## config.mk

```make
export PLATFORM = sky130hd
export DESIGN_NAME = cbtim_core
export DESIGN_NICKNAME = d
export VERILOG_FILES = /design/src/cbtim_pkg.sv /design/src/cbtim_core.sv
export VERILOG_INCLUDE_DIRS = /design/src
export SDC_FILE = /design/constraint.sdc
export NUM_CORES = 1
export LEC_CHECK = 0
export BUFFER_PORTS_ARGS = -buffer_cell sky130_fd_sc_hd__buf_2
export CAP_MARGIN = 10
export CORE_MARGIN = 5
export CORE_UTILIZATION = 35
export CTS_BUF_LIST = sky130_fd_sc_hd__clkbuf_4 sky130_fd_sc_hd__clkbuf_8
export CTS_CLUSTER_DIAMETER = 30
export DETAILED_ROUTE_END_ITERATION = 16
export GPL_ROUTABILITY_DRIVEN = 0
export HOLD_SLACK_MARGIN = 0.05
export RECOVER_POWER = 100
export REMOVE_ABC_BUFFERS = 1
export SYNTH_ARGS = -nofsm -noshare
export SYNTH_HDL_FRONTEND = slang
export SYNTH_SLANG_ARGS = --single-unit
```

## constraint.sdc

```tcl
create_clock -name I_CORE_CLK -period 6.1 [get_ports I_CORE_CLK]
set_input_delay 1.22 -clock I_CORE_CLK [delete_from_list [all_inputs] [get_ports I_CORE_CLK]]
set_output_delay 1.22 -clock I_CORE_CLK [all_outputs]
set_load 0.01 [all_outputs]
```

## src/cbtim_defines.svh

```systemverilog
/*
 Constants of the CAN bit timing block: offsets, fields, resets.
 Assumes inclusion by bare name from the block's design file.
*/
`ifndef CBTIM_DEFINES_SVH
`define CBTIM_DEFINES_SVH
`define CBTIM_OFS_PRESCALE_JUMP 8'h00
`define CBTIM_OFS_SEGMENTS      8'h04
`define CBTIM_OFS_PHASE_TWO     8'h08
`define CBTIM_OFS_CONTROL       8'h0C
`define CBTIM_OFS_STATUS        8'h10
`define CBTIM_PRESC_LSB         0
`define CBTIM_PRESC_MSB         5
`define CBTIM_JUMP_LSB          6
`define CBTIM_JUMP_MSB          7
`define CBTIM_PROP_LSB          0
`define CBTIM_PROP_MSB          2
`define CBTIM_PH1_LSB           3
`define CBTIM_PH1_MSB           5
`define CBTIM_TRIPLE_BIT        6
`define CBTIM_PH2SRC_BIT        7
`define CBTIM_PH2_LSB           0
`define CBTIM_PH2_MSB           2
`define CBTIM_CFG_MODE_BIT      0
`define CBTIM_RST_PRESCALE_JUMP 8'h00
`define CBTIM_RST_SEGMENTS      8'h00
`define CBTIM_RST_PHASE_TWO     8'h00
`define CBTIM_RST_CFG_MODE      1'b1
`define CBTIM_PROC_TQ           5'h02
`define CBTIM_RESP_OKAY         2'h0
`define CBTIM_RESP_SLVERR       2'h2
`endif

```

## src/cbtim_pkg.sv

```systemverilog
/*
 Types of the CAN bit timing block.
 Assumes nothing of its surroundings.
*/
package cbtim_pkg;
  typedef enum logic [3:0] {
    ST_SYNC = 4'h1,
    ST_PROP = 4'h2,
    ST_PH1  = 4'h4,
    ST_PH2  = 4'h8
  } cbtim_seg_e;
endpackage

```

## src/cbtim_core.sv

```systemverilog
/*
 CAN bit timing and synchronisation with an AXI4-Lite register slave.
 Assumes one 125 MHz clock, the receive pin asynchronous to it, and a
 protocol engine on the same clock supplying the bit to send and idle.
*/
`timescale 1ns/1ns
`include "cbtim_defines.svh"
module cbtim_core (
  // Clock and reset
  input  wire logic        I_CORE_CLK,
  input  wire logic        I_RSTN,
  // AXI4-Lite write address
  input  wire logic [7:0]  I_AWADDR,
  input  wire logic        I_AWVALID,
  output logic             O_AWREADY,
  // AXI4-Lite write data
  input  wire logic [31:0] I_WDATA,
  input  wire logic [3:0]  I_WSTRB,
  input  wire logic        I_WVALID,
  output logic             O_WREADY,
  // AXI4-Lite write response
  output logic [1:0]       O_BRESP,
  output logic             O_BVALID,
  input  wire logic        I_BREADY,
  // AXI4-Lite read
  input  wire logic [7:0]  I_ARADDR,
  input  wire logic        I_ARVALID,
  output logic             O_ARREADY,
  output logic [31:0]      O_RDATA,
  output logic [1:0]       O_RRESP,
  output logic             O_RVALID,
  input  wire logic        I_RREADY,
  // Protocol engine
  input  wire logic        I_TX_BIT,
  input  wire logic        I_BUS_IDLE,
  output logic             O_RX_BIT,
  output logic             O_SAMPLE_STB,
  output logic             O_BIT_START,
  // CAN pins, 1 is recessive
  input  wire logic        I_BUS_RECEIVE_PIN,
  output logic             O_BUS_TRANSMIT_PIN
);

  // Register file.
  logic [7:0] presc_jump_reg;
  logic [7:0] segments_reg;
  logic [7:0] phase_two_reg;
  logic       cfg_mode_reg;

  // Bus slave state.
  logic        awready_reg;
  logic        wready_reg;
  logic        bvalid_reg;
  logic [1:0]  bresp_reg;
  logic [7:0]  awaddr_reg;
  logic [7:0]  wdata_reg;
  logic        wstrb0_reg;
  logic        arready_reg;
  logic        rvalid_reg;
  logic [1:0]  rresp_reg;
  logic [31:0] rdata_reg;

  // Bit timing state.
  logic [1:0]  rx_meta_reg;
  logic        rx_prev_reg;
  logic [5:0]  presc_cnt_reg;
  logic        half_ph_reg;
  logic [1:0]  half_smp_reg;
  cbtim_pkg::cbtim_seg_e seg_reg;
  logic [4:0]  tq_cnt_reg;
  logic [4:0]  ph1_ext_reg;
  logic [4:0]  ph2_cut_reg;
  logic        synced_reg;
  logic        rx_bit_reg;
  logic        smp_stb_reg;
  logic        bit_start_reg;
  logic        tx_pin_reg;

  // Field decode.
  wire [5:0] presc   = presc_jump_reg[`CBTIM_PRESC_MSB:`CBTIM_PRESC_LSB];
  wire [4:0] jump_tq = {3'h0, presc_jump_reg[`CBTIM_JUMP_MSB:`CBTIM_JUMP_LSB]}
                       + 5'h01;
  wire [4:0] prop_tq = {2'h0, segments_reg[`CBTIM_PROP_MSB:`CBTIM_PROP_LSB]}
                       + 5'h01;
  wire [4:0] ph1_tq  = {2'h0, segments_reg[`CBTIM_PH1_MSB:`CBTIM_PH1_LSB]}
                       + 5'h01;
  wire       triple  = segments_reg[`CBTIM_TRIPLE_BIT];
  wire       ph2_src = segments_reg[`CBTIM_PH2SRC_BIT];
  wire [4:0] ph2_reg_tq = {2'h0, phase_two_reg[`CBTIM_PH2_MSB:`CBTIM_PH2_LSB]}
                          + 5'h01;
  // Phase 2 is clamped to at least the processing time here, but a resync
  // cut can still shorten it to one quantum before the following sync segment.
  wire [4:0] ph2_auto = (ph1_tq > `CBTIM_PROC_TQ) ? ph1_tq
                        : `CBTIM_PROC_TQ;
  wire [4:0] ph2_sel  = ph2_src ? ph2_reg_tq : ph2_auto;
  wire [4:0] ph2_tq   = (ph2_sel < `CBTIM_PROC_TQ) ? `CBTIM_PROC_TQ
                        : ph2_sel;

  // Quantum generation: a half-quantum every prescaler+1 clocks.
  wire half_tick = (presc_cnt_reg == presc);
  wire tq_tick   = half_tick & half_ph_reg;

  // Receive edge, read from the second synchroniser stage only.
  wire rx_s      = rx_meta_reg[1];
  wire fall_edge = rx_prev_reg & ~rx_s;

  // Segment end points, adjusted by resynchronisation.
  wire [4:0] ph1_len = ph1_tq + ph1_ext_reg;
  wire [4:0] ph2_len = (ph2_tq > ph2_cut_reg) ?
                       (ph2_tq - ph2_cut_reg) : 5'h01;
  wire seg_last = (seg_reg == cbtim_pkg::ST_SYNC) ? 1'b1 :
                  (seg_reg == cbtim_pkg::ST_PROP) ?
                  (tq_cnt_reg == prop_tq - 5'h01) :
                  (seg_reg == cbtim_pkg::ST_PH1) ?
                  (tq_cnt_reg == ph1_len - 5'h01) :
                  (tq_cnt_reg == ph2_len - 5'h01);
  wire seg_end  = tq_tick & seg_last;
  wire smp_pt   = seg_end & (seg_reg == cbtim_pkg::ST_PH1);

  // Majority of the sample point and the two half-quanta before it.
  wire vote = (rx_s & half_smp_reg[0]) | (rx_s & half_smp_reg[1]) |
              (half_smp_reg[0] & half_smp_reg[1]);
  wire smp_val = triple ? vote : rx_s;

  // Phase error in quanta, positive before the sample point.
  wire in_pos  = (seg_reg == cbtim_pkg::ST_PROP) |
                 (seg_reg == cbtim_pkg::ST_PH1);
  wire [4:0] err_pos = (seg_reg == cbtim_pkg::ST_PROP) ?
                       (tq_cnt_reg + 5'h01) :
                       (prop_tq + tq_cnt_reg + 5'h01);
  wire [4:0] err_neg = ph2_len - tq_cnt_reg;
  wire in_neg  = (seg_reg == cbtim_pkg::ST_PH2);

  // Edge qualification.
  wire edge_ok = fall_edge & ~synced_reg & rx_bit_reg
                 & ~cfg_mode_reg;
  wire hard_sync = edge_ok & I_BUS_IDLE;
  wire pos_ok  = in_pos & ~(tx_pin_reg == 1'b0);
  wire re_pos  = edge_ok & ~I_BUS_IDLE & pos_ok;
  wire re_neg  = edge_ok & ~I_BUS_IDLE & in_neg;
  wire small_pos = re_pos & (err_pos <= jump_tq);
  wire small_neg = re_neg & (err_neg <= jump_tq);
  wire big_pos = re_pos & (err_pos > jump_tq);
  wire big_neg = re_neg & (err_neg > jump_tq);
  // A resync edge within the jump width restarts the bit just like a hard sync.
  wire restart = hard_sync | small_pos | small_neg;
  wire synced_now = restart | big_pos | big_neg;

  // Register decode.
  wire wr_go = ~awready_reg & ~wready_reg & ~bvalid_reg;
  wire wr_timing = (awaddr_reg == `CBTIM_OFS_PRESCALE_JUMP) |
                   (awaddr_reg == `CBTIM_OFS_SEGMENTS) |
                   (awaddr_reg == `CBTIM_OFS_PHASE_TWO);
  wire wr_mapped = wr_timing |
                   (awaddr_reg == `CBTIM_OFS_CONTROL) |
                   (awaddr_reg == `CBTIM_OFS_STATUS);
  wire wr_en     = wr_go & wstrb0_reg;
  // Timing fields are frozen while the bit engine runs.
  wire wr_cfg_ok = wr_en & cfg_mode_reg;
  wire [31:0] status_word = {25'h0000000, synced_reg, seg_reg,
                             tx_pin_reg, rx_bit_reg};
  wire [31:0] rd_word =
    (I_ARADDR == `CBTIM_OFS_PRESCALE_JUMP) ? {24'h000000, presc_jump_reg} :
    (I_ARADDR == `CBTIM_OFS_SEGMENTS)      ? {24'h000000, segments_reg} :
    (I_ARADDR == `CBTIM_OFS_PHASE_TWO)     ? {24'h000000, phase_two_reg} :
    (I_ARADDR == `CBTIM_OFS_CONTROL)       ? {31'h00000000, cfg_mode_reg} :
    (I_ARADDR == `CBTIM_OFS_STATUS)        ? status_word : 32'h00000000;
  wire rd_mapped = (I_ARADDR == `CBTIM_OFS_PRESCALE_JUMP) |
                   (I_ARADDR == `CBTIM_OFS_SEGMENTS) |
                   (I_ARADDR == `CBTIM_OFS_PHASE_TWO) |
                   (I_ARADDR == `CBTIM_OFS_CONTROL) |
                   (I_ARADDR == `CBTIM_OFS_STATUS);

  // Write channels are taken in either order, then answered together.
  always_ff @(posedge I_CORE_CLK or negedge I_RSTN) begin
    if (!I_RSTN) begin
      awready_reg <= 1'b1;
      wready_reg  <= 1'b1;
      bvalid_reg  <= 1'b0;
      bresp_reg   <= `CBTIM_RESP_OKAY;
      awaddr_reg  <= 8'h00;
      wdata_reg   <= 8'h00;
      wstrb0_reg  <= 1'b0;
    end else begin
      if (awready_reg & I_AWVALID) begin
        awready_reg <= 1'b0;
        awaddr_reg  <= I_AWADDR;
      end
      if (wready_reg & I_WVALID) begin
        wready_reg <= 1'b0;
        wdata_reg  <= I_WDATA[7:0];
        wstrb0_reg <= I_WSTRB[0];
      end
      if (wr_go) begin
        bvalid_reg <= 1'b1;
        bresp_reg  <= wr_mapped ? `CBTIM_RESP_OKAY : `CBTIM_RESP_SLVERR;
      end
      if (bvalid_reg & I_BREADY) begin
        bvalid_reg  <= 1'b0;
        awready_reg <= 1'b1;
        wready_reg  <= 1'b1;
      end
    end
  end

  // Register storage.
  always_ff @(posedge I_CORE_CLK or negedge I_RSTN) begin
    if (!I_RSTN) begin
      presc_jump_reg <= `CBTIM_RST_PRESCALE_JUMP;
      segments_reg   <= `CBTIM_RST_SEGMENTS;
      phase_two_reg  <= `CBTIM_RST_PHASE_TWO;
      cfg_mode_reg   <= `CBTIM_RST_CFG_MODE;
    end else begin
      if (wr_cfg_ok & (awaddr_reg == `CBTIM_OFS_PRESCALE_JUMP)) begin
        presc_jump_reg <= wdata_reg;
      end
      if (wr_cfg_ok & (awaddr_reg == `CBTIM_OFS_SEGMENTS)) begin
        segments_reg <= wdata_reg;
      end
      if (wr_cfg_ok & (awaddr_reg == `CBTIM_OFS_PHASE_TWO)) begin
        phase_two_reg <= wdata_reg;
      end
      if (wr_en & (awaddr_reg == `CBTIM_OFS_CONTROL)) begin
        cfg_mode_reg <= wdata_reg[`CBTIM_CFG_MODE_BIT];
      end
    end
  end

  // Read channel, one read under way at a time.
  always_ff @(posedge I_CORE_CLK or negedge I_RSTN) begin
    if (!I_RSTN) begin
      arready_reg <= 1'b1;
      rvalid_reg  <= 1'b0;
      rresp_reg   <= `CBTIM_RESP_OKAY;
      rdata_reg   <= 32'h00000000;
    end else if (arready_reg & I_ARVALID) begin
      arready_reg <= 1'b0;
      rvalid_reg  <= 1'b1;
      rdata_reg   <= rd_word;
      rresp_reg   <= rd_mapped ? `CBTIM_RESP_OKAY : `CBTIM_RESP_SLVERR;
    end else if (rvalid_reg & I_RREADY) begin
      arready_reg <= 1'b1;
      rvalid_reg  <= 1'b0;
    end
  end

  // Pin synchroniser and edge history.
  always_ff @(posedge I_CORE_CLK or negedge I_RSTN) begin
    if (!I_RSTN) begin
      rx_meta_reg <= 2'h3;
      rx_prev_reg <= 1'b1;
    end else begin
      rx_meta_reg <= {rx_meta_reg[0], I_BUS_RECEIVE_PIN};
      rx_prev_reg <= rx_s;
    end
  end

  // Prescaler; a restart realigns the quantum grid to the edge.
  always_ff @(posedge I_CORE_CLK or negedge I_RSTN) begin
    if (!I_RSTN) begin
      presc_cnt_reg <= 6'h00;
      half_ph_reg   <= 1'b0;
      half_smp_reg  <= 2'h3;
    end else if (cfg_mode_reg | restart) begin
      presc_cnt_reg <= 6'h00;
      half_ph_reg   <= 1'b0;
    end else if (half_tick) begin
      presc_cnt_reg <= 6'h00;
      half_ph_reg   <= ~half_ph_reg;
      half_smp_reg  <= {half_smp_reg[0], rx_s};
    end else begin
      presc_cnt_reg <= presc_cnt_reg + 6'h01;
    end
  end

  // Segment sequencer; a restart puts the edge inside sync.
  always_ff @(posedge I_CORE_CLK or negedge I_RSTN) begin
    if (!I_RSTN) begin
      seg_reg     <= cbtim_pkg::ST_SYNC;
      tq_cnt_reg  <= 5'h00;
      ph1_ext_reg <= 5'h00;
      ph2_cut_reg <= 5'h00;
      synced_reg  <= 1'b0;
    end else if (cfg_mode_reg) begin
      seg_reg     <= cbtim_pkg::ST_SYNC;
      tq_cnt_reg  <= 5'h00;
      ph1_ext_reg <= 5'h00;
      ph2_cut_reg <= 5'h00;
      synced_reg  <= 1'b0;
    end else if (restart) begin
      seg_reg     <= cbtim_pkg::ST_SYNC;
      tq_cnt_reg  <= 5'h00;
      ph1_ext_reg <= 5'h00;
      ph2_cut_reg <= 5'h00;
      synced_reg  <= 1'b1;
    end else begin
      if (big_pos) begin
        ph1_ext_reg <= jump_tq;
        synced_reg  <= 1'b1;
      end
      if (big_neg) begin
        ph2_cut_reg <= jump_tq;
        synced_reg  <= 1'b1;
      end
      if (seg_end) begin
        tq_cnt_reg <= 5'h00;
        case (seg_reg)
          cbtim_pkg::ST_SYNC: begin
            seg_reg <= cbtim_pkg::ST_PROP;
          end
          cbtim_pkg::ST_PROP: begin
            seg_reg <= cbtim_pkg::ST_PH1;
          end
          cbtim_pkg::ST_PH1: begin
            seg_reg <= cbtim_pkg::ST_PH2;
          end
          cbtim_pkg::ST_PH2: begin
            seg_reg     <= cbtim_pkg::ST_SYNC;
            ph1_ext_reg <= 5'h00;
            ph2_cut_reg <= 5'h00;
            synced_reg  <= 1'b0;
          end
          default: begin
            seg_reg <= cbtim_pkg::ST_SYNC;
          end
        endcase
      end else if (tq_tick) begin
        tq_cnt_reg <= tq_cnt_reg + 5'h01;
      end
    end
  end

  // Engine-facing outputs and the transmit pin.
  always_ff @(posedge I_CORE_CLK or negedge I_RSTN) begin
    if (!I_RSTN) begin
      rx_bit_reg    <= 1'b1;
      smp_stb_reg   <= 1'b0;
      bit_start_reg <= 1'b0;
      tx_pin_reg    <= 1'b1;
    end else begin
      smp_stb_reg   <= smp_pt & ~cfg_mode_reg;
      bit_start_reg <= 1'b0;
      if (cfg_mode_reg) begin
        tx_pin_reg <= 1'b1;
      end else if (smp_pt) begin
        rx_bit_reg <= smp_val;
      end
      if (~cfg_mode_reg & ((seg_end & (seg_reg == cbtim_pkg::ST_PH2))
                           | restart)) begin
        tx_pin_reg    <= I_TX_BIT;
        bit_start_reg <= 1'b1;
      end
    end
  end

  // Output drive, all from flip-flops.
  assign O_AWREADY          = awready_reg;
  assign O_WREADY           = wready_reg;
  assign O_BVALID           = bvalid_reg;
  assign O_BRESP            = bresp_reg;
  assign O_ARREADY          = arready_reg;
  assign O_RVALID           = rvalid_reg;
  assign O_RRESP            = rresp_reg;
  assign O_RDATA            = rdata_reg;
  assign O_RX_BIT           = rx_bit_reg;
  assign O_SAMPLE_STB       = smp_stb_reg;
  assign O_BIT_START        = bit_start_reg;
  assign O_BUS_TRANSMIT_PIN = tx_pin_reg;

endmodule

```

* Yosys cells after proc, flatten, opt, wreduce, memory -nomap -nowiden
Index checks and enable logic that the tools add are counted.
** Word-level totals
- Flip-flop bits (word level) :: 119
- Bits of input ports :: 62
- Output and inout port bits :: 45
- Word-level logic and storage cells :: 194
** Operators by class
- Add/subtract/negate cells :: 14
- Magnitude comparators :: 7
- Equal/unequal tests :: 16
- Muxes and demuxes :: 57
- Bitwise logic cells :: 59
- Reductions and logical operators :: 12
** Operator list (number)
- $mux W5 :: 16
- $and A1 B1 Y1 :: 35
- $eq A8 B4 Y1 const B :: 4
- $mux W1 :: 25
- $mux W4 :: 6
- $mux W8 :: 3
- $eq A8 B3 Y1 const B :: 2
- $eq A8 B5 Y1 const B :: 2
- $logic_not A8 Y1 :: 2
- $eq A5 B5 Y1 :: 3
- $or A1 B1 Y1 :: 15
- $mux W7 :: 2
- $add A3 B1 Y4 const B :: 3
- $mux W6 :: 2
- $pmux W4 S3 :: 1
- $reduce_bool A2 Y1 :: 6
- $add A4 B5 Y5 :: 2
- $add A5 B1 Y5 const B :: 2
- $gt A5 B3 Y1 :: 2
- $le A5 B3 Y1 :: 2
- $sub A5 B1 Y5 const B :: 2
- $not A1 Y1 :: 9
- $add A6 B1 Y6 const B :: 1
- $eq A6 B6 Y1 :: 1
- other kinds (15) :: 17

* Depth between registers and ports, before layout
Gate-level depths: netlist (run 1).
- Depth after elaboration :: 18
- Depth in mapped cells :: 24
- Depth with buffers taken out :: 24

* Least setup slack after synthesis (run 1)
Ideal clock, no wire load.
- Kind :: reg2reg
- Start point :: register segments_reg[3]
- End point :: register synced_reg
- Setup time :: 0.137 ns
- Arrival :: 4.661 ns
- Data required time :: 5.963 ns
- Slack :: 1.301 ns
- Cell stages (with the launch flop) :: 23
- Buffers on the path :: 1
- Period minus slack after synthesis :: 4.799 ns
- Cells stage by stage :: dfrtp_1 > ha_1 > nor2_1 > nor2_1 > a21oi_1 > inv_1 > o32ai_1 > ha_1 > a41oi_1 > o21ai_0 > or2_2 > fa_1 > inv_1 > ha_1 > nor2b_1 > o21ai_0 > nand2b_1 > a21oi_1 > a2111o_1 > buf_1 > or3b_2 > o21ai_0 > a21oi_1
** Between the ends
- Word-level cells in the longest chain between the ends :: 17
- Elaborated cells on any way between the ends :: 29
- Those cells by class :: add/sub: 6; order compare: 5; eq/ne: 2; mux: 12; bitwise: 4
** RTL lines
- from (decl) :: line cbtim_core.sv:46 : logic [7:0] segments_reg;
- from (signal assigned) :: line cbtim_core.sv:210 : segments_reg <= `CBTIM_RST_SEGMENTS;
- from (signal assigned) :: line cbtim_core.sv:218 : segments_reg <= wdata_reg;
- $add A3 B1 Y4 (*) :: line cbtim_core.sv:85 : wire [4:0] ph1_tq = {2'h0, segments_reg[`CBTIM_PH1_MSB:`CBTIM_PH1_LSB]}
- parallel branches: the longest is 14 deep, another holds $sub A4 B5 Y5
- $mux W1 (*) :: line cbtim_core.sv:290 : end else if (restart) begin
- $mux W1 (*) :: line cbtim_core.sv:284 : end else if (cfg_mode_reg) begin
- to (signal assigned) :: line cbtim_core.sv:283 : synced_reg <= 1'b0;
- to (signal assigned) :: line cbtim_core.sv:289 : synced_reg <= 1'b0;
- to (signal assigned) :: line cbtim_core.sv:295 : synced_reg <= 1'b1;
- to (decl) :: line cbtim_core.sv:73 : logic synced_reg;
Mark *: on every way between the ends.
A chain may end at the register's enable or synchronous reset.

* Worst setup path in the final report (run 1)
- Start point :: register segments_reg[3]
- End point :: register ph1_ext_reg[4]
** Between the ends
- Word-level cells in the longest chain between the ends :: 17
- Elaborated cells on any way between the ends :: 25
- Those cells by class :: add/sub: 6; order compare: 4; eq/ne: 2; mux: 10; bitwise: 3
** RTL lines
- $add A3 B1 Y4 (*) :: line cbtim_core.sv:85
- $gt A4 B2 Y1 (no source line)
- $mux W4 (no source line)
- $mux W4 :: line cbtim_core.sv:95 : wire [4:0] ph2_sel = ph2_src ? ph2_reg_tq : ph2_auto;
- $lt A4 B2 Y1 (no source line)
- $mux W4 :: line cbtim_core.sv:96 : wire [4:0] ph2_tq = (ph2_sel < `CBTIM_PROC_TQ) ? `CBTIM_PROC_TQ
- $sub A4 B5 Y5 / $gt A4 B5 Y1 (equally long branches) :: line cbtim_core.sv:110, cbtim_core.sv:109
- $mux W5 :: line cbtim_core.sv:109 : wire [4:0] ph2_len = (ph2_tq > ph2_cut_reg) ?
- $sub A5 B1 Y5 :: line cbtim_core.sv:116 : (tq_cnt_reg == ph2_len - 5'h01);
- $eq A5 B5 Y1 :: line cbtim_core.sv:116
- $mux W1 :: line cbtim_core.sv:114 : (seg_reg == cbtim_pkg::ST_PH1) ?
- $mux W1 :: line cbtim_core.sv:112 : (seg_reg == cbtim_pkg::ST_PROP) ?
- $mux W1 :: line cbtim_core.sv:111 : wire seg_last = (seg_reg == cbtim_pkg::ST_SYNC) ? 1'b1 :
- $and A1 B1 Y1 :: line cbtim_core.sv:117 : wire seg_end = tq_tick & seg_last;
- $mux W5 :: line cbtim_core.sv:305 : if (seg_end) begin
- $mux W5 (*) :: line cbtim_core.sv:290
- $mux W5 (*) :: line cbtim_core.sv:284
- to (signal assigned) :: line cbtim_core.sv:298 : ph1_ext_reg <= jump_tq;
- to (decl) :: line cbtim_core.sv:71 : logic [4:0] ph1_ext_reg;
Every way passes the cells marked *; elsewhere a longest branch is shown, timed or not.

==> summary.txt, run 1 <==
Yosys cell types - 69
clock slew at reported path FFs - 0.08 ns
Worst R2R Setup Slack - 0.47 ns
DR pass1 iterations - 5
setup TNS - 0 ns
Skew-Pair Late Insertion Delay - 0.36 ns
Die Ht - 139 microns
PostCTS Resize Cnt - 0
Stages on worst setup path - 22
ant diodes - 0
worst hold path type - reg2reg
Top Usage Layer GRT - met2
total CTS buffers - 9
Post-Place Cells - 859
number of flops mapped to enable cells by yosys - 0
Worst Path Arrival - 5.90 ns
unrepaired setup endpoints after global routing - false
vias in the first global route - 4424
total number of vias - 4425
commonest cells in the netlist - dfrtp_1, nor2_1, mux2_2, inv_1, nand2_1
MaxCap Viol Count - 1
DIE AREA - 0.0194 sq mm
Yosys top cell area share - 34.6%
Hold Path Cell Cnt - 0
detailed placer's ending HPWL - 10.5 mm
Final ANT Viol Nets - 0
Slew Viols, Final - 83
Reg area - 0.00234 sq mm
final wirelength - 13.4 mm
GRT met2 Usage - 24.8%
nets@finish - 749
core area - 0.0165 sq mm
hold-fix buffers at CTS - 0
DR DRC count - 0
Mapped Cells - 604
clock period minus final worst setup slack - 5.63 ns
CP bufs+invs - 2
Tot Pwr - 2.06 mW
share of the clock period used by the worst path - 92.3%
Hold EP - rx_meta_reg[1]
Via density - 5.06
Yosys reg bits - 93
RR Startpoint - segments_reg[3]
FILL cells - 1679
actual slew at the worst max-slew pin - 1.97 ns
slew margin rel. - -31.4%
Worst Path Required - 6.37 ns
CTS tree - done
RR Endpoint - ph1_ext_reg[4]
Crit Path Max Fanout - 10
ys flop type - dfrtp_1
first-pass GRT wire length - 22.1 mm
Pwr Density - 323 mW/mm^2
initial antenna violation count - 0
highest clock rate - 0.178 GHz
ys async rst share - 100%
Sink Count - 93
H-tree levels - 3
Initial Utilization - 35.5%
Syn. warnings - 0
CP delay by family, top - compound AO/OA/AOI/OAI gates
total grt overflow - 0
final hold vios - 0
First DRT Iteration DRCs - 218
post-CTS setup buffers - 0
Die W - 139 microns
area grow syn2layout - 8.96%
critical path class - reg2reg
clk buf depth - 2
# IOs - 107
outcome - complete, but fails checks
PortBufs - 53
Avg Cell Area, Syn - 9.71 sq um
Slowest-stage cell, CP - nor2_1
Cell Area, Synth - 0.00586 sq mm
root buffer cell - clkbuf_8
final cell count without fillers - 875
largest net degree at the start of global routing - 83
crit-path cells - ha_1, nor2_1, nor2_1, a21oi_1, inv_1, o32ai_1, ha_1, a41oi_1, o21ai_0, or2_2, fa_1, inv_1, ha_1, nor2b_1, o21ai_0, nand2b_1, a21oi_1, o211ai_1, nand3_1, nor2_1, o21ai_2, nor3_1
Seq/Total Area, Yosys - 39.9%
Critical Path End Type - flip-flop
CP peak stage delay - 0.54 ns
ratio of cells with drive above 1 in the final layout - 17.3%
worst r2r path cells - 22
min-delay src - rx_meta_reg[0]
FP Rows - 47
count leader, synth - dfrtp_1
Leak - 2.94 nW
hold_ws - 0.363 ns
met1 Use GR - 17.2%
Max IR drop VDD - 204 uV
Multi-input gate area - 0.00316 sq mm
leading area contributor after synthesis - dfrtp_1
failing checks - capacitance limit, slew limit
Total Routing Usage GR - 13.9%
Worst setup SP type - flip-flop
skew final - 0.00903 ns
grt met3 use - 2.02%
final number of setup-violating endpoints - 0
routed len/inst - 15.3 microns
ranking of synthesized cells by area - dfrtp_1, mux2_2, ha_1, dfstp_2, nor2_1
## where the power goes
group	switching, mW	internal, mW
logic	0.402	0.323
clock network	0.207	0.209
registers	0.167	0.753
## layout by cell type (no fill, tap or decap), drive strengths merged, types with 5 or more instances in the layout
cell    count
dfrtp      81
nor2       58
mux2       47
inv        44
nand2      40
buf        35
o21ai      34
ha         33
clkbuf     31
conb       26
xnor2      21
a21oi      20
nor3       18
nand3      17
dfstp      12
nor2b      11
xor2       10
mux2i      10
and3        9
nor3b       8
o21a        6
a221oi      6
nand4       5
## metal layers
layer	vias to the layer above	part of all wire [%]	wire, microns
li1	2166	-	-
met1	2121	43	5810
met2	122	50	6760
met3	16	5.0	670
met4	0	1.2	167
met5	-	0	0
## logic make-up (layout without fill, tap and decap cells)
group           Yosys count  after routing  synth area share (%)
fa+ha+maj                37             37                  8.41
mux                      57             57                  10.8
buf+inv                  88            114                  7.75
flops                    93             93                  39.9
xor+xnor                 31             31                  4.63
other cells               1             26                0.0640
compound gates          103            103                  11.7
simple gates            194            194                  16.8
## final cells by class
| class | instances | share of cell area, % |
|---|---|---|
| repair buffers | 54 | 3.88 |
| clock inverters | 4 | 0.764 |
| multi-input cells | 448 | 49.4 |
| clock buffers | 12 | 2.39 |
| well taps | 220 | 4.31 |
| inverters | 44 | 2.59 |
| flip-flops and latches | 93 | 36.7 |
## through the flow
stage                     utilization [%]  instance area [sq um]  setup WS, ns
after global routing                 38.7                   6390       0.00332
after global placement               37.6                   6220         0.583
after floorplan                         -                   5670          1.42
after detailed placement             37.6                   6220         0.490
final                                38.7                   6390         0.469
after CTS                            38.9                   6420         0.463
## how the worst max path moves through the flow
stage                         start             end  slack (ns)
global placement    segments_reg[3]  ph1_ext_reg[3]        0.58
floorplan           segments_reg[3]      synced_reg        1.42
detailed placement  segments_reg[3]  ph1_ext_reg[4]        0.49
CTS                 segments_reg[3]  ph1_ext_reg[4]        0.46
finish              segments_reg[3]  ph1_ext_reg[4]        0.47
global route        segments_reg[3]  ph1_ext_reg[3]       0.003
Power figures use the tool's default switching activity.
==> run 2: changes to the inputs <==
Settings changed: REMOVE_ABC_BUFFERS 1 to not set.
==> summary.txt, run 2 (synthesis results as in run 1) <==
Worst Path Arrival - 5.97 ns (+0.07 ns)
detailed placer's ending HPWL - 10.5 mm (-0.42%)
PostCTS Resize Cnt - 0 (unchanged)
clk buf depth - 2 (unchanged)
FP Rows - 47 (unchanged)
final hold vios - 0 (unchanged)
ant diodes - 0 (unchanged)
Hold EP - rx_meta_reg[1]
root buffer cell - clkbuf_8
DR pass1 iterations - 5 (unchanged)
Final ANT Viol Nets - 0 (unchanged)
Critical Path End Type - flip-flop
largest net degree at the start of global routing - 81 (-2.4%)
Worst Path Required - 6.37 ns (about the same)
total CTS buffers - 9 (unchanged)
Gate power share - 34.5% (-0.7 points)
min-delay src - rx_meta_reg[0]
Via density - 5.03 (-0.47%)
hold-fix buffers at CTS - 0 (unchanged)
FILL cells - 1660 (-1.1%)
Total Routing Usage GR - 13.9% (+0.021 points)
PortBufs - 53 (unchanged)
final wirelength - 13.4 mm (+0.22%)
core area - 0.0165 sq mm (unchanged)
Die W - 139 microns (unchanged)
Die Ht - 139 microns (unchanged)
skew final - 0.0125 ns (+0.00347 ns)
vias in the first global route - 4473 (+1.1%)
ratio of cells with drive above 1 in the final layout - 16.9% (-0.31 points)
area grow syn2layout - 9.45%
internal power - 1.32 mW (+2.7%)
hold_ws - 0.366 ns (+0.00231 ns)
commonest cells after routing, fill and taps aside - dfrtp_1, nor2_1, mux2_2, inv_1, nand2_1
Max IR drop VDD - 237 uV (+16%)
Worst setup SP type - flip-flop
CTS tree - done
H-tree levels - 3 (unchanged)
setup TNS - 0 ns (unchanged)
initial antenna violation count - 0 (unchanged)
MaxCap Viol Count - 1 (unchanged)
Pwr Density - 329 mW/mm^2 (+2.1%)
DR DRC count - 0 (unchanged)
total grt overflow - 0 (unchanged)
Slew Viols, Final - 81 (-2.4%)
final number of setup-violating endpoints - 0 (unchanged)
RR Endpoint - ph1_ext_reg[4]
Seq pwr share - 43.6% (-1.0 points)
Initial Utilization - 35.5% (unchanged)
NetSw - 793 uW (+2.1%)
failing checks - capacitance limit, slew limit
Crit Path Max Fanout - 10 (unchanged)
# IOs - 107 (unchanged)
Worst R2R Setup Slack - 0.40 ns (-0.07 ns)
DIE AREA - 0.0194 sq mm (unchanged)
clock period minus final worst setup slack - 5.70 ns (+0.0699 ns)
Skew-Pair Late Insertion Delay - 0.37 ns (about the same)
total number of vias - 4404 (-0.47%)
worst r2r path cells - 22 (unchanged)
Sink Count - 93 (unchanged)
First DRT Iteration DRCs - 190 (-13%)
worst hold path type - reg2reg
Clock Power Share - 21.8% (+1.6 points)
unrepaired setup endpoints after global routing - false
RR Startpoint - segments_reg[3]
Hold Path Cell Cnt - 0 (unchanged)
clock slew at reported path FFs - 0.09 ns (about the same)
outcome - complete, but fails checks
Leak - 2.95 nW (+0.12%)
nets@finish - 749 (unchanged)
actual slew at the worst max-slew pin - 1.91 ns (-0.0626 ns)
critical path class - reg2reg
routed len/inst - 15.4 microns (+0.22%)
share of the clock period used by the worst path - 93.5% (+1.1 points)
first-pass GRT wire length - 22.2 mm (+0.22%)
post-CTS setup buffers - 0 (unchanged)
switching portion of total power - 37.5% (-0.14 points)
commonest non-fill, non-tap cell in the layout - dfrtp_1
slew margin rel. - -27.2% (+4.2 points)
highest clock rate - 0.175 GHz (-1.2%)
-- run 2: worst max path at each step --
stage | end | slack, ns | cells after the start | startpoint
6_report | ph1_ext_reg[4] | 0.40 | 22 | segments_reg[3]
5_1_grt | ph1_ext_reg[4] | 0.008 | 22 | segments_reg[3]
4_1_cts | ph1_ext_reg[4] | 0.42 | 22 | segments_reg[3]
3_5_place_dp | ph1_ext_reg[3] | 0.48 | 22 | segments_reg[3]
3_3_place_gp | ph1_ext_reg[3] | 0.56 | 22 | segments_reg[3]
2_1_floorplan | synced_reg | 1.30 | 22 | segments_reg[3]
-- run 2: critical path, cell delays in order (launching register included) --
cell and delay (ns):
dfrtp_1 0.47, ha_1 0.34, nor2_1 0.12, nor2_1 0.05
a21oi_1 0.17, inv_1 0.06, o32ai_1 0.37, ha_1 0.37
a41oi_1 0.44, o21ai_0 0.18, or2_2 0.35, fa_1 0.51
inv_1 0.05, ha_1 0.28, nor2b_1 0.12, o21ai_0 0.08
nand2b_1 0.08, a21oi_1 0.10, o211ai_1 0.14, nand3_1 0.22
nor2_1 0.55, o21ai_2 0.29, nor3_1 0.26
-- run 2: metal layers --
layer	vias up	GRT usage (%)	routed length (microns)
met4	0	3.96	178
met1	2103	17.4	5840
met3	12	3.02	783
li1	2167	-	-
met5	-	0	0
met2	122	24.1	6640
-- run 2: per-stage QoR --
| step | area [sq um] | std cells | power (mW) | setup slack [ns] | utilization, % |
|---|---|---|---|---|---|
| global route | 6420 | 875 | 2.27 | 0.00808 | 38.8 |
| global placement | 6220 | 859 | 1.63 | 0.559 | 37.6 |
| CTS | 6450 | 875 | 2.15 | 0.421 | 39.0 |
| detailed placement | 6220 | 859 | 1.67 | 0.485 | 37.6 |
| floorplan | 5960 | 629 | 1.46 | 1.30 | - |
| finish | 6420 | 875 | 2.11 | 0.399 | 38.8 |
-- run 2: layout make-up --
class / instances / area (sq um) / share of cell area [%]
clock buffers: 10 / 138 / 2.14
clock inverters: 6 / 93.8 / 1.46
inverters: 44 / 165 / 2.57
multi-input cells: 448 / 3160 / 49.2
flip-flops and latches: 93 / 2340 / 36.5
well taps: 220 / 275 / 4.29
repair buffers: 54 / 246 / 3.84
-- run 2: power by group through the flow --
stage               sequential, mW  combinational (mW)  clock, mW
finish                       0.922               0.730      0.461
global route                 0.943               0.829      0.503
CTS                          0.924               0.744      0.478
detailed placement           0.936               0.738          0
global placement             0.928               0.706          0
floorplan                    0.860               0.605          0
